File: config.mk
export PLATFORM = sky130hd
export DESIGN_NAME = core_tick_timer
export DESIGN_NICKNAME = d
export VERILOG_FILES = /design/src/pkg/tick_pkg.sv /design/src/rtl/core_tick_timer.sv /design/src/rtl/ref_edge_sync.sv /design/src/rtl/tick_irq_ctrl.sv
export VERILOG_INCLUDE_DIRS = /design/src /design/src/pkg
export SDC_FILE = /design/constraint.sdc
export NUM_CORES = 1
export LEC_CHECK = 0
export BUFFER_PORTS_ARGS = -buffer_cell sky130_fd_sc_hd__buf_4
export CORE_ASPECT_RATIO = 2
export CORE_MARGIN = 5
export CORE_UTILIZATION = 40
export CTS_BUF_LIST = sky130_fd_sc_hd__clkbuf_2 sky130_fd_sc_hd__clkbuf_4 sky130_fd_sc_hd__clkbuf_8
export CTS_CLUSTER_DIAMETER = 200
export DETAILED_ROUTE_END_ITERATION = 8
export PLACE_DENSITY_LB_ADDON = 0.25
export SYNTH_ARGS = -nofsm -noshare
export SYNTH_HDL_FRONTEND = slang
export SYNTH_SLANG_ARGS = --single-unit
File: constraint.sdc
create_clock -name ref_clk -period 3.3 [get_ports ref_clk]
set_input_delay 0.495 -clock ref_clk [delete_from_list [all_inputs] [get_ports ref_clk]]
set_output_delay 0.495 -clock ref_clk [all_outputs]
set_load 0.02 [all_outputs]
File: src/pkg/tick_map.svh
// Register offsets, field positions and reset values of the core tick timer
`ifndef TICK_MAP_SVH
`define TICK_MAP_SVH

// ==========================================
// Register offsets
`define TICK_CTRL_OFS 8'h10
`define TICK_RELOAD_OFS 8'h14
`define TICK_CURRENT_OFS 8'h18
`define TICK_IRQ_STATUS_OFS 8'h1C
`define TICK_IRQ_MASK_OFS 8'h20

// ==========================================
// Control and status fields
`define TICK_ENABLE_BIT 0
`define TICK_INT_EN_BIT 1
`define TICK_CLK_SRC_BIT 2
`define TICK_FLAG_BIT 16
`define TICK_CTRL_RESET 32'h00000004

// ==========================================
// Counter and event layout
`define TICK_CNT_WIDTH 24
`define TICK_CNT_RESET 24'h000000
`define TICK_RELOAD_RESET 24'h000000
`define TICK_EVT_COUNT 2
`define TICK_EVT_PEND 0
`define TICK_EVT_WRAP 1

`endif

File: src/pkg/tick_pkg.sv
// State types of the core tick timer and its helpers
`include "tick_map.svh"

package tick_pkg;

    // ==========================================
    // Main timer state
    typedef struct packed {
        logic [`TICK_CNT_WIDTH-1:0] current;
        logic [`TICK_CNT_WIDTH-1:0] reload;
        logic enable;
        logic int_en;
        logic clk_src;
        logic flag;
        logic pend;
        logic [31:0] rdata;
    } tick_state_s;

    // ==========================================
    // Reference clock synchroniser state
    typedef struct packed {
        logic s1;
        logic s2;
        logic s3;
    } ref_sync_s;

    // ==========================================
    // Interrupt status and mask state
    typedef struct packed {
        logic [`TICK_EVT_COUNT-1:0] status;
        logic [`TICK_EVT_COUNT-1:0] mask;
    } irq_state_s;

endpackage : tick_pkg

File: src/rtl/core_tick_timer.sv
// Core tick timer: 24-bit reloading down counter with register port
// Operation
// - 24-bit counter decrements while enabled
// - At zero, reload next edge, continue
// - Flag bit 16 set on 1-to-0
// - Flag cleared by ctrl read, current write
// - Zero reload keeps counter at zero
// - Bit 2 selects clock; fixed 1 without ref
// - Bit 1 gates tick exception pend
// - Current write never pends exception
// - Bit 0 enables repeated counting
// - Reload holds 24 bits, upper reserved
// - Any current write clears counter
// - Current read returns live counter
// - Current upper bits read zero
//
// Local design decision: strobed register access.
`timescale 1ns/100ps
`include "tick_map.svh"

module core_tick_timer
#(
    parameter bit HAS_EXT_CLK = 1'b1
)
(
    // Clock and reset
    input wire logic ref_clk,
    input wire logic resetn,
    // Register port
    input wire logic [7:0] addr,
    input wire logic [31:0] wdata,
    input wire logic wr_en,
    input wire logic rd_en,
    output logic [31:0] rdata,
    // External reference clock pin
    input wire logic ext_ref_clk,
    // Tick exception and interrupt
    output logic tick_pend,
    output logic irq
);
    import tick_pkg::*;

    tick_pkg::tick_state_s st;
    tick_pkg::tick_state_s next_st;

    logic ref_edge;
    logic [`TICK_EVT_COUNT-1:0] evt_set;
    logic [`TICK_EVT_COUNT-1:0] irq_status;
    logic [`TICK_EVT_COUNT-1:0] irq_mask;
    logic ctrl_wr;
    logic ctrl_rd;
    logic reload_wr;
    logic cvr_wr;
    logic status_wr;
    logic mask_wr;
    logic count_tick;
    logic run;
    logic hit_zero;

    // ==========================================
    // Reference clock edges
    ref_edge_sync u_ref_sync
    (
        .ref_clk(ref_clk),
        .resetn(resetn),
        .ref_pin(ext_ref_clk),
        .ref_edge(ref_edge)
    );

    // ==========================================
    // Address decode
    assign ctrl_wr = wr_en && (addr == `TICK_CTRL_OFS);
    assign ctrl_rd = rd_en && (addr == `TICK_CTRL_OFS);
    assign reload_wr = wr_en && (addr == `TICK_RELOAD_OFS);
    assign cvr_wr = wr_en && (addr == `TICK_CURRENT_OFS);
    assign status_wr = wr_en && (addr == `TICK_IRQ_STATUS_OFS);
    assign mask_wr = wr_en && (addr == `TICK_IRQ_MASK_OFS);

    // ==========================================
    // Count qualification
    // core clock or ref edge
    assign count_tick = st.clk_src ? 1'b1 : ref_edge;
    assign run = st.enable && count_tick;
    // a clearing write is no wrap
    assign hit_zero = run && !cvr_wr && (st.current == 24'h000001);

    // ==========================================
    // Next state
    always_comb
    begin
        next_st = st;
        next_st.pend = 1'b0;
        next_st.rdata = 32'h00000000;

        if (ctrl_wr)
        begin
            next_st.enable = wdata[`TICK_ENABLE_BIT];
            next_st.int_en = wdata[`TICK_INT_EN_BIT];
            // bit stuck at 1 without reference
            next_st.clk_src = HAS_EXT_CLK ? wdata[`TICK_CLK_SRC_BIT] : 1'b1;
        end

        if (reload_wr)
            next_st.reload = wdata[`TICK_CNT_WIDTH-1:0];

        if (cvr_wr)
            next_st.current = `TICK_CNT_RESET;
        else if (run)
        begin
            // wrap to reload, zero stays zero
            if (st.current == `TICK_CNT_RESET)
                next_st.current = st.reload;
            else
                next_st.current = st.current - 24'h000001;
        end

        // cleared by read or current write
        if (ctrl_rd || cvr_wr)
            next_st.flag = 1'b0;
        if (hit_zero)
            next_st.flag = 1'b1;

        next_st.pend = hit_zero && st.int_en;

        if (rd_en)
        begin
            unique case (addr)
                `TICK_CTRL_OFS:
                begin
                    next_st.rdata[`TICK_ENABLE_BIT] = st.enable;
                    next_st.rdata[`TICK_INT_EN_BIT] = st.int_en;
                    next_st.rdata[`TICK_CLK_SRC_BIT] = st.clk_src;
                    next_st.rdata[`TICK_FLAG_BIT] = st.flag;
                end
                `TICK_RELOAD_OFS:
                    next_st.rdata[`TICK_CNT_WIDTH-1:0] = st.reload;
                `TICK_CURRENT_OFS:
                    next_st.rdata[`TICK_CNT_WIDTH-1:0] = st.current;
                `TICK_IRQ_STATUS_OFS:
                    next_st.rdata[`TICK_EVT_COUNT-1:0] = irq_status;
                `TICK_IRQ_MASK_OFS:
                    next_st.rdata[`TICK_EVT_COUNT-1:0] = irq_mask;
                // Unmapped reads answer zero
                default:
                    next_st.rdata = 32'h00000000;
            endcase
        end
    end

    // ==========================================
    // State register
    // Counter reset value is fixed; software still clears it first
    always_ff @(posedge ref_clk or negedge resetn)
    begin
        if (!resetn)
        begin
            st.current <= `TICK_CNT_RESET;
            st.reload <= `TICK_RELOAD_RESET;
            st.enable <= 1'b0;
            st.int_en <= 1'b0;
            st.clk_src <= 1'b1;
            st.flag <= 1'b0;
            st.pend <= 1'b0;
            st.rdata <= 32'h00000000;
        end
        else
            st <= next_st;
    end

    assign rdata = st.rdata;
    assign tick_pend = st.pend;

    // ==========================================
    // Interrupt events
    assign evt_set[`TICK_EVT_PEND] = hit_zero && st.int_en;
    assign evt_set[`TICK_EVT_WRAP] = hit_zero;

    tick_irq_ctrl u_irq
    (
        .ref_clk(ref_clk),
        .resetn(resetn),
        .evt_set(evt_set),
        .status_wr(status_wr),
        .mask_wr(mask_wr),
        .wdata(wdata[`TICK_EVT_COUNT-1:0]),
        .status(irq_status),
        .mask(irq_mask),
        .irq(irq)
    );
endmodule : core_tick_timer

File: src/rtl/ref_edge_sync.sv
// Synchroniser and rising edge detector for the external reference clock
`timescale 1ns/100ps

module ref_edge_sync
(
    // Clock and reset
    input wire logic ref_clk,
    input wire logic resetn,
    // Pin and edge pulse
    input wire logic ref_pin,
    output logic ref_edge
);
    import tick_pkg::*;

    tick_pkg::ref_sync_s st;
    tick_pkg::ref_sync_s next_st;

    // ==========================================
    // Two flops before any logic, third for the edge
    always_comb
    begin
        next_st.s1 = ref_pin;
        next_st.s2 = st.s1;
        next_st.s3 = st.s2;
    end

    always_ff @(posedge ref_clk or negedge resetn)
    begin
        if (!resetn)
            st <= '0;
        else
            st <= next_st;
    end

    assign ref_edge = st.s2 & ~st.s3;
endmodule : ref_edge_sync

File: src/rtl/tick_irq_ctrl.sv
// Sticky event status, mask and level interrupt of the core tick timer
`timescale 1ns/100ps
`include "tick_map.svh"

module tick_irq_ctrl
(
    // Clock and reset
    input wire logic ref_clk,
    input wire logic resetn,
    // Events and register writes
    input wire logic [`TICK_EVT_COUNT-1:0] evt_set,
    input wire logic status_wr,
    input wire logic mask_wr,
    input wire logic [`TICK_EVT_COUNT-1:0] wdata,
    // State and interrupt
    output logic [`TICK_EVT_COUNT-1:0] status,
    output logic [`TICK_EVT_COUNT-1:0] mask,
    output logic irq
);
    import tick_pkg::*;

    tick_pkg::irq_state_s st;
    tick_pkg::irq_state_s next_st;

    // ==========================================
    // Set wins over a write-one clear
    always_comb
    begin
        next_st = st;
        if (status_wr)
            next_st.status = st.status & ~wdata;
        next_st.status = next_st.status | evt_set;
        if (mask_wr)
            next_st.mask = wdata;
    end

    always_ff @(posedge ref_clk or negedge resetn)
    begin
        if (!resetn)
            st <= '0;
        else
            st <= next_st;
    end

    assign status = st.status;
    assign mask = st.mask;
    assign irq = |(st.status & st.mask);
endmodule : tick_irq_ctrl

---- After elaboration in Yosys (flattened, before gate mapping) ----
Cells that the tools add are included.
word-level totals
  register bits after elaboration ......... 92
  output and inout port bits .............. 34
  word-level logic and storage cells ...... 55
  input bits .............................. 45
cells by class
  multiplexer cells ....................... 13
  eq/ne operators ......................... 6
  bitwise logic cells ..................... 6
  add/subtract/negate cells ............... 1
  reduce and logical (&&, ||, !) cells .... 16
operators with widths
  operator                                               count
  two-way mux 24 bit                                     4
  equality test 8 x 5 -> 1 bit (second input constant)   4
  case mux 13 bit (2 select lines)                       1
  equality test 24 x 1 -> 1 bit (second input constant)  1
  zero test 24 bit                                       1
  subtractor 24 x 1 -> 24 bit (second input constant)    1
  case mux 7 bit (2 select lines)                        1
  logical AND 1 bit                                      10
  case mux 2 bit (5 select lines)                        1
  equality test 8 x 6 -> 1 bit (second input constant)   1
  case mux 1 bit (3 select lines)                        2
  AND 2 bit                                              2
  nonzero test 2 bit                                     2
  two-way mux 1 bit                                      3
  two-way mux 2 bit                                      1
  NOT 2 bit                                              1
  bitwise OR 2 bit                                       1
  OR reduction 2 bit                                     1
  AND 1 bit                                              1
  zero test 1 bit                                        1
  logical OR 1 bit                                       1
  NOT 1 bit                                              1

---- Depth between registers and ports, before layout ----
Gate-level depths: netlist of the first run.
  depth after elaboration ................. 8
  mapped depth ............................ 10
  gate-level depth less buffers ........... 7

---- Hierarchy ----
A second synthesis of the first run with hierarchy kept.
unflattened totals
  cells, all modules ...................... 429
  area, all modules ....................... 4468.0 um^2
modules (own cells, without submodules)
  module           cells an instance  area an instance (um^2)  times used  seq. area each (um^2)
  core_tick_timer  414                4217.8                   1           1928.1
  tick_irq_ctrl    11                 161.4                    1           100.1
  ref_edge_sync    4                  88.8                     1           75.1

---- Worst setup path before layout of the first run ----
OpenSTA, ideal clock, no wires.
  kind .................................... register to register
  start point ............................. reg st[61] in the netlist's numbering
  end point ............................... reg st[79] in the netlist's numbering
  path buffers ............................ 0
  required time ........................... 3.223 ns
  library setup time ...................... 0.077 ns
  stages on the path, launching flop included .. 8
  period minus slack after synthesis ...... 2.179 ns
  setup slack ............................. 1.121 ns
  data arrival time ....................... 2.102 ns
  path through ............................ dfrtp_1 > inv_1 > ha_1 > or4b_4 > or4_4 > a211oi_2 > o21ai_0 > a21oi_1
on the way
  word-level cells in the longest chain between the ends .. 4
  elaborated cells between the ends (all ways) .. 5
  those cells by class .................... add/sub (1); mux (3); reduce/logical (1)
ends and longest elaborated chain
  element                                                                 line                    source
  from (decl)                                                             core_tick_timer.sv:43   tick_pkg::tick_state_s st;
  from (signal assigned)                                                  core_tick_timer.sv:167  st <= next_st;
  subtractor 24 x 1 -> 24 bit / zero test 24 bit (equally long branches)  --
  two-way mux 24 bit *                                                    core_tick_timer.sv:111  if (st.current == `TICK_CNT_RESET)
  two-way mux 24 bit *                                                    core_tick_timer.sv:108  else if (run)
  two-way mux 24 bit *                                                    core_tick_timer.sv:106  if (cvr_wr)
Every way passes the cells marked *; elsewhere a longest branch is shown, timed or not. The select of a mux whose other input is x is not followed.
A chain may end at the register's enable or synchronous reset.

---- Final worst setup path of the first run ----
  start point ............................. reg st[61] in the netlist's numbering
  end point ............................... reg st[83] in the netlist's numbering
The elaborated chain is that of the path after synthesis.

==> reports/results.ini, run 1 <==
[floorplan]
initial_core_util = 0.407
rows = 54
die_w_um = 84.7
coreArea_sq_um = 10900
num_io_pins = 79
die_y_um = 159
die_area_sq_um = 13500

[global_routing]
antenna_found_initial = 0
grt_pass1_wl_mm = 18.1
grt_max_degree = 85
grt_pass1_vias = 3589
grt-ovfl-total = 0
grt.total_usage = 0.169

[cts]
clock_latency_ns = 0.37
cts_buffers = 9
cts.sinks = 84
cts_tree = done
cts_max_level = 3
cts_setup_buffers = 0
path_clk_slew_ns = 0.08
cts_repair_resize_count = 0
ctsHoldBuffers = 0
cts_buffer_depth = 2
cts-root-buf = clkbuf_8

[sta]
clock.fmax_mhz = 392
drv_slew = 0
relSlewSlack = 0.298
finalSetupViolations = 0
fin_hold_ws_ns = 0.229
worst_slew_pin_slew_ns = 1.05
tns_ns = 0
fin_crit_ns = 2.55
fin_skew_ns = 0.00637
hold_violations = 0
post-route-period-util = 0.774
rsz0062_at_grt = no

[synthesis]
synth-seq-cells = 84
synth_flop_cell = dfrtp_1
yosys.area.top_type = dfrtp_1
synth_cells = 425
seq_area_frac_synth = 0.472
synth.avg_cell_area_sq_um = 10.5
synth_top_area_share = 0.466
yosysWarnings = 0
synth.area.top_cells = dfrtp_1 (47%), mux2_2 (7.3%), buf_4 (5.9%)
synth_edf_count = 0
ys_types = 62
syn_area_sq_um = 4460
synth-async-reset-ratio = 1.00

[routing]
drtAntennaViolNets = 0
drt_drc_violations_left = 0
wirelength_mm = 11.1
vias = 3452
drt-initial-drc-count = 137
post_drt_wl_per_cell_um = 18.5
first_pass_iters = 6
vias_per_cell = 5.72

[power]
totalPowerFinal_uw = 2520
p_seq_frac = 0.449
ir_drop_uv = 286
sw_frac_of_total = 0.288
power_density_nw_per_um2 = 495
switchingPower_uw = 727
p_int_uw = 1790
clockPowerShare = 0.359
p_leak_uw = 0.00237
power_frac_comb = 0.193

[layout]
diodes = 0
final_common_cell = dfrtp_1
design_area_sq_um = 5100
fin_cells = 603
area_delta_synth_final_pct = 14.3
layout_common_cells = dfrtp_1 (83), buf_4 (75), mux2_2 (29)
fin_nets = 506
drive_gt1_frac = 0.294

[placed_design]
post_dp_cell_area_sq_um = 4850
portBuffers = 62
placed_cells = 587
gp_congestion = 0.833
dp_hpwl_mm = 7.80

[critical_path]
reg2reg_from = st[61]
worstSetupPathType = flip-flop to flip-flop
slowest_delay_ns = 0.68
crit_buf_inv = 1
slowest_stage = nor4_1
crit_arrival_ns = 2.86
crit_chain = inv_1, ha_1, or4b_4, nor4_1, a221o_1, o211ai_1, a21oi_1
critical_path.max_fanout = 6
crit_path_end_kind = flip-flop
cp_top_family = simple AND/OR/NAND/NOR gates
start_kind = flip-flop
worstPathRequired_ns = 3.60
critPathLaunch = st[61]

[job]
cap_violations = 0

[min_path]
hold_path_class = input pin to flip-flop
min_from = ext_ref_clk

[run_status]
outcome = complete, no violations

## metal layers
layer,share of wire,global-route usage,wire length [um],vias up
met5,0,0,0,-
met4,0.029,0.0742,320,0
met3,0.044,0.0368,490,23
met2,0.56,0.312,6200,96
met1,0.37,0.180,4110,1741
li1,-,-,-,1592
## metrics by stage
step,util,setup WS [ns]
detailed placement,0.443,0.791
floorplan,-,1.12
CTS,0.466,0.782
finish,0.466,0.746
global route,0.466,0.609
global placement,0.443,0.831
## flip-flops by register name, summed over array words and instances (netlist names)
| register | flops |
|---|---|
| u_irq.status | 2 |
| tick_pend | 1 |
| rdata | 24 |
| u_ref_sync.st | 1 |
| u_irq.mask | 2 |
| u_ref_sync.next_st | 2 |
| st | 52 |
## cell families after synthesis
group / count (synthesis) / synth area share
muxes: 37 / 0.0968
and+or+nand+nor: 134 / 0.182
adders and majority gates: 3 / 0.00842
other: 1 / 0.000841
AOI/OAI and AO/OA: 101 / 0.152
DFF: 84 / 0.472
buffers and inverters: 65 / 0.0887
## synthesized netlist by cell type, types with 3 or more instances
| cell | count |
|---|---|
| or4_1 | 3 |
| inv_1 | 5 |
| nand4_1 | 6 |
| nand2b_1 | 4 |
| o311ai_0 | 4 |
| mux2_2 | 29 |
| and3_1 | 5 |
| a22oi_1 | 24 |
| nor2b_1 | 25 |
| o21ai_0 | 12 |
| dfrtp_1 | 83 |
| and2_1 | 3 |
| buf_2 | 4 |
| buf_1 | 3 |
| nor4_1 | 5 |
| ha_1 | 3 |
| mux2i_1 | 6 |
| nor3_1 | 11 |
| clkbuf_1 | 16 |
| o22ai_1 | 8 |
| nand3_1 | 11 |
| buf_4 | 35 |
| nand2_1 | 19 |
| nor2_1 | 13 |
| or3_1 | 5 |
| a211oi_1 | 4 |
| a21oi_1 | 28 |
## final cells by class
cell class,count,area [sq um]
clock buffer,10,138
clock inverter,6,111
sequential,84,2100
timing repair buffer,75,563
tap,140,175
fill,1087,5850
inverter,5,18.8
multi-input combinational,283,1990
## power groups by stage
stage	logic (uW)	clock network [uW]	registers, uW
finish	485	905	1130
global route	535	972	1140
CTS	486	926	1130
detailed placement	485	0	1150
global placement	472	0	1150
floorplan	360	0	1130
## final timing paths
path                                    endpoint  slack [ns]  cells after the start
max reg2reg                               st[83]        0.75                      7
min in group asynchronous                 st[54]        0.31                      1
min                        u_ref_sync.next_st[1]        0.23                      1
min reg2reg                u_ref_sync.next_st[0]        0.35                      0
max                                       st[83]        0.75                      7
max in group asynchronous              rdata[13]        2.32                      1
(Power assumes the default switching activity.)
==> run 2, diff against run 1 <==
clock period = 2.2 ns   (was 3.3 ns; I/O delays follow)
==> run 2 against run 1 <==
Clock-buffer cell count is 1 lower. Global-route usage grew 1.1 points. Via count rose by 5.7%. Die area stayed put. Sequential power is 48% higher. First-iteration DRC count grew 93%. Sequential cell count stayed put. Non-clock buffer count is 44 higher. Hold slack got worse by 0.16 ns. Cell area is 6.3% higher. Clock power increased by 10%. Critical endpoint is now st[69].
==> reports/results.ini, run 2 (synthesis results as in run 1) <==
[placed_design]
gp_congestion = 0.848  ; +1.8%
portBuffers = 62  ; unchanged
dp_hpwl_mm = 8.57  ; +9.9%
post_dp_cell_area_sq_um = 5150  ; +6.2%
placed_cells = 624  ; +6.3%

[floorplan]
die_area_sq_um = 13500  ; unchanged
initial_core_util = 0.407  ; unchanged
coreArea_sq_um = 10900  ; unchanged
rows = 54  ; unchanged
die_y_um = 159  ; unchanged
die_w_um = 84.7  ; unchanged
num_io_pins = 79  ; unchanged

[critical_path]
crit_path_end_kind = flip-flop
worstSetupPathType = flip-flop to flip-flop
crit_arrival_ns = 2.41  ; -0.45 ns
critical_path.max_fanout = 6  ; unchanged
worstPathRequired_ns = 2.43  ; -1.17 ns
start_kind = flip-flop

[layout]
regMostFlops = st
largestRegisters = st: 52 flops, rdata: 24 flops
layout_common_cells = buf_4 (114), dfrtp_1 (83), mux2_2 (29)
regArea_sq_um = 2100  ; unchanged
multi_input_area_sq_um = 2020  ; +1.4%
fill_cells = 1056  ; -2.9%
design_area_sq_um = 5420  ; +6.3%
fin_cells = 647  ; +7.3%
final_common_cell = buf_4
largest_reg_flops = 52  ; unchanged
diodes = 0  ; unchanged
area_delta_synth_final_pct = 21.5
fin_nets = 550  ; +8.7%
drive_gt1_frac = 0.369  ; +0.0751

[sta]
fin_crit_ns = 2.18  ; -0.378 ns
relSlewSlack = 0.669  ; +0.371
finalSetupViolations = 0  ; unchanged
drv_slew = 0  ; unchanged
fin_skew_ns = 0.0117  ; +0.00529 ns
clock.fmax_mhz = 460  ; +17%
post-route-period-util = 0.989  ; +0.215
hold_violations = 0  ; unchanged
rsz0062_at_grt = yes
worst_slew_pin_slew_ns = 0.492  ; -0.561 ns

[routing]
first_pass_iters = 4  ; -2
drt_drc_violations_left = 0  ; unchanged
wirelength_mm = 11.6  ; +4.5%
vias_per_cell = 5.64  ; -1.5%
post_drt_wl_per_cell_um = 18.0  ; -2.6%
drt-initial-drc-count = 265  ; +93%
drtAntennaViolNets = 0  ; unchanged
vias = 3650  ; +5.7%

[global_routing]
grt_max_degree = 42  ; -51%
grt.total_usage = 0.180  ; +0.0108
grt_pass1_vias = 3864  ; +7.7%
antenna_found_initial = 0  ; unchanged
grt_pass1_wl_mm = 19.5  ; +7.7%
grt-ovfl-total = 0  ; unchanged

[job]
cap_violations = 0  ; unchanged

[cts]
cts.sinks = 84  ; unchanged
cts_buffer_depth = 2  ; unchanged
cts_tree = done
cts_max_level = 3  ; unchanged
cts-root-buf = clkbuf_8
cts_buffers = 9  ; unchanged
clock_latency_ns = 0.37  ; about the same
path_clk_slew_ns = 0.09  ; about the same

[power]
p_leak_uw = 0.00256  ; +8.4%
totalPowerFinal_uw = 3680  ; +46%
ir_drop_uv = 334  ; +17%
power_density_nw_per_um2 = 680  ; +37%

[min_path]
hold_path_class = input pin to flip-flop

[run_status]
outcome = complete, no violations

## run 2: cell types whose count changed in the layout (fill, tap and decap cells not counted), sizes merged
cell	change
buf	+43
bufinv	-3
clkbuf	-1
clkinv	+2
clkinvlp	+1
dlygate4sd3	+1
inv	+1
## run 2: path summary, 6_finish.rpt
kind / to / from / slack, ns / cells past startpoint
min in group asynchronous: st[54] / resetn / 0.38 / 2
setup reg to reg: st[69] / st[61] / 0.02 / 7
hold reg to reg: u_ref_sync.next_st[0] / u_ref_sync.next_st[1] / 0.36 / 0
setup / recovery: st[69] / st[61] / 0.02 / 7
hold / removal: u_ref_sync.next_st[1] / ext_ref_clk / 0.07 / 1
max in group asynchronous: st[49] / resetn / 1.21 / 3
## run 2: routing by layer
metal,global-route usage,share of wire
met5,0,0
met4,0.0915,0.040
met3,0.0352,0.053
met2,0.330,0.56
met1,0.190,0.34
## run 2: metrics by stage
| stage | hold WS [ns] | setup slack, ns | setup TNS [ns] | utilization |
|---|---|---|---|---|
| global route | 0.0567 | -0.0759 | -0.338 | 0.495 |
| finish | 0.0686 | 0.0238 | 0 | 0.495 |
| CTS | 0.0482 | -0.0204 | -0.0473 | 0.488 |
| detailed placement | 0.225 | -0.0185 | -0.0254 | 0.471 |
| global placement | 0.220 | -0.00561 | -0.00561 | 0.471 |
| floorplan | 0.0344 | 0.0205 | 0 | - |
## run 2: timing repair
action,4_1_cts,5_1_grt
buffers inserted,0,6
resized for setup,5,10
endpoints found under the hold margin,17,0
pin swaps,3,7
endpoints found under the setup margin,3,16
hold buffers,1,0
## run 2: area by class of cell
type,count,share of cell area
clock inverter,7,0.00947
sequential,84,0.388
multi-input combinational,283,0.372
tap,140,0.0323
timing repair buffer,119,0.171
inverter,5,0.00347
clock buffer,9,0.0229
## run 2: worst max-delay path: stages (launching register included)
cell and delay (ns):
dfrtp_1 0.40, inv_2 0.08, ha_1 0.16, or4b_4 0.51
or2_2 0.33, or3_1 0.34, a21oi_2 0.15, o22ai_1 0.09
## run 2: power breakdown
part / total [uW] / switching (uW) / internal (uW)
Sequential: 1670 / 61.5 / 1610
Combinational: 1010 / 522 / 492
Clock: 998 / 585 / 413
Total: 3680 / 1170 / 2510
==> run 3, diff against run 2 <==
CORE_UTILIZATION = 45   (was 40)
==> run 3 against run 2 <==
The flow now finishes with violations (setup timing). Combinational power rose by 4%. Utilization rose by 7.4 points. Sequential cell count did not move. Setup slack got worse by 0.064 ns. Sequential share of layout area fell by 0.73 points. Hold slack got worse by 0.0023 ns. Largest power group unchanged.
==> reports/results.ini, run 3 (synthesis results as in run 1) <==
[cts]
cts-root-buf = clkbuf_8
cts_tree = done
path_clk_slew_ns = 0.08  ; about the same
cts_buffers = 9  ; unchanged
cts_buffer_depth = 2  ; unchanged
cts.sinks = 84  ; unchanged
cts_max_level = 3  ; unchanged
clock_latency_ns = 0.37  ; about the same

[critical_path]
crit_chain = inv_2, buf_4, ha_1, nor4b_1, and4_2, and2_4, buf_6, o21ai_1, a32o_2
crit_buf_inv = 3  ; +2
worstPathRequired_ns = 2.45  ; +0.02 ns
start_kind = flip-flop
reg2reg_slack_ns = -0.04  ; -0.06 ns
crit_arrival_ns = 2.49  ; +0.08 ns
worstSetupPathType = flip-flop to flip-flop
cp_top_family = simple AND/OR/NAND/NOR gates
crit_path_end_kind = flip-flop
slowest_delay_ns = 0.40  ; -0.11 ns
critical_path.max_fanout = 6  ; unchanged
slowest_stage = dfrtp_1

[routing]
drt_drc_violations_left = 0  ; unchanged
wirelength_mm = 11.8  ; +1.1%
drtAntennaViolNets = 0  ; unchanged
vias_per_cell = 5.78  ; +2.4%
routed-wl-met2_mm = 6.59  ; +0.83%
post_drt_wl_per_cell_um = 18.4  ; +2.5%
drt-initial-drc-count = 281  ; +6.0%
met1_length_mm = 4.13  ; +3.0%
dr_wl_met3_um = 469  ; -24%
vias = 3686  ; +0.99%
first_pass_iters = 4  ; unchanged
top_layer = met4

[sta]
finalSetupViolations = 10  ; +10
fin_crit_ns = 2.24  ; +0.0638 ns
rsz0062_at_grt = yes
clock.fmax_mhz = 446  ; -2.8%
post-route-period-util = 1.02  ; +0.0290
tns_ns = -0.219  ; -0.219 ns
layout_setup_ws_ns = -0.0401  ; -0.0638 ns
fin_hold_ws_ns = 0.0663  ; -0.00231 ns
worst_slew_pin_slew_ns = 0.564  ; +0.0717 ns
drv_slew = 0  ; unchanged
relSlewSlack = 0.624  ; -0.0448
fin_skew_ns = 0.00994  ; -0.00171 ns
hold_violations = 0  ; unchanged

[power]
p_seq_frac = 0.429  ; -0.025
p_leak_uw = 0.00260  ; +1.6%
ir_drop_uv = 429  ; +28%
sw_frac_of_total = 0.300  ; -0.0170
power_density_nw_per_um2 = 706  ; +3.9%
p_int_uw = 2730  ; +8.5%
power_frac_comb = 0.270  ; -0.005
switchingPower_uw = 1170  ; +0.24%
clockPowerShare = 0.301  ; +0.030

[floorplan]
rows = 51  ; -5.6%
die_area_sq_um = 12100  ; -10%
num_io_pins = 79  ; unchanged
coreArea_sq_um = 9700  ; -11%
die_w_um = 80.4  ; -5.0%
die_y_um = 151  ; -5.4%
initial_core_util = 0.460  ; +0.0523

[global_routing]
grt_max_degree = 44  ; +4.8%
grt_pass1_wl_mm = 18.4  ; -5.5%
grt_pass1_vias = 3826  ; -0.98%
grt.total_usage = 0.199  ; +0.0187
antenna_found_initial = 0  ; unchanged
grt-ovfl-total = 0  ; unchanged

[layout]
drive_gt1_frac = 0.391  ; +0.0225
area_delta_synth_final_pct = 23.8
fin_nets = 550  ; unchanged
post-route-util = 0.569  ; +0.0743
diodes = 0  ; unchanged
largest_reg_flops = 52  ; unchanged
final_common_cell = buf_4
largestRegisters = st: 52 flops, rdata: 24 flops
layout_common_cells = buf_4 (109), dfrtp_1 (83), mux2_2 (29)
regMostFlops = st
design_area_sq_um = 5520  ; +1.9%

[run_status]
outcome = finished with violations
violations = setup timing

[job]
cap_violations = 0  ; unchanged

[placed_design]
gp_congestion = 0.915  ; +7.9%
portBuffers = 62  ; unchanged
post_dp_cell_area_sq_um = 5100  ; -1.0%
dp_hpwl_mm = 8.21  ; -4.2%
dp_slack_ns = -0.0425  ; -0.0240 ns

[min_path]
hold_path_class = input pin to flip-flop

## run 3: cell type report
type,instances,area (sq um)
Fill cell,884,4180
Sequential cell,84,2100
Multi-Input combinational cell,284,2100
Timing Repair Buffer,118,931
Tap cell,132,165
Clock buffer,9,124
Clock inverter,6,80.1
Inverter,5,18.8
## run 3: power by group through the flow
stage	clock (uW)	combinational [uW]	sequential (uW)
detailed placement	0	908	1700
global route	1240	1140	1680
floorplan	0	539	1690
finish	1170	1050	1670
global placement	0	891	1700
CTS	1200	946	1670
## run 3: path summary, 6_finish.rpt
kind,startpoint,depth (start not counted),to
max,st[61],9,st[63]
min,ext_ref_clk,1,u_ref_sync.next_st[1]
max reg2reg,st[61],9,st[63]
min reg2reg,u_ref_sync.next_st[1],0,u_ref_sync.next_st[0]
max in group asynchronous,resetn,3,st[34]
min in group asynchronous,resetn,2,tick_pend
## run 3: metal layers
metal / vias up / global-route usage
met4: 0 / 0.135
li1: 1676 / -
met3: 42 / 0.0327
met5: - / 0
met1: 1839 / 0.207
met2: 129 / 0.356
## run 3: metrics by stage
| stage | power (uW) | cells |
|---|---|---|
| 2_1_floorplan | 2230 | 432 |
| 6_report | 3900 | 638 |
| 4_1_cts | 3810 | 629 |
| 3_3_place_gp | 2590 | 612 |
| 3_5_place_dp | 2610 | 612 |
| 5_1_grt | 4070 | 638 |
## run 3: what timing repair did
item	4_1_cts	5_1_grt
pin swaps	4	13
hold endpoints to repair	41	0
hold buffers	1	0
resized for setup	10	33
cloned	0	1
setup buffers	1	9
setup endpoints to repair	14	14
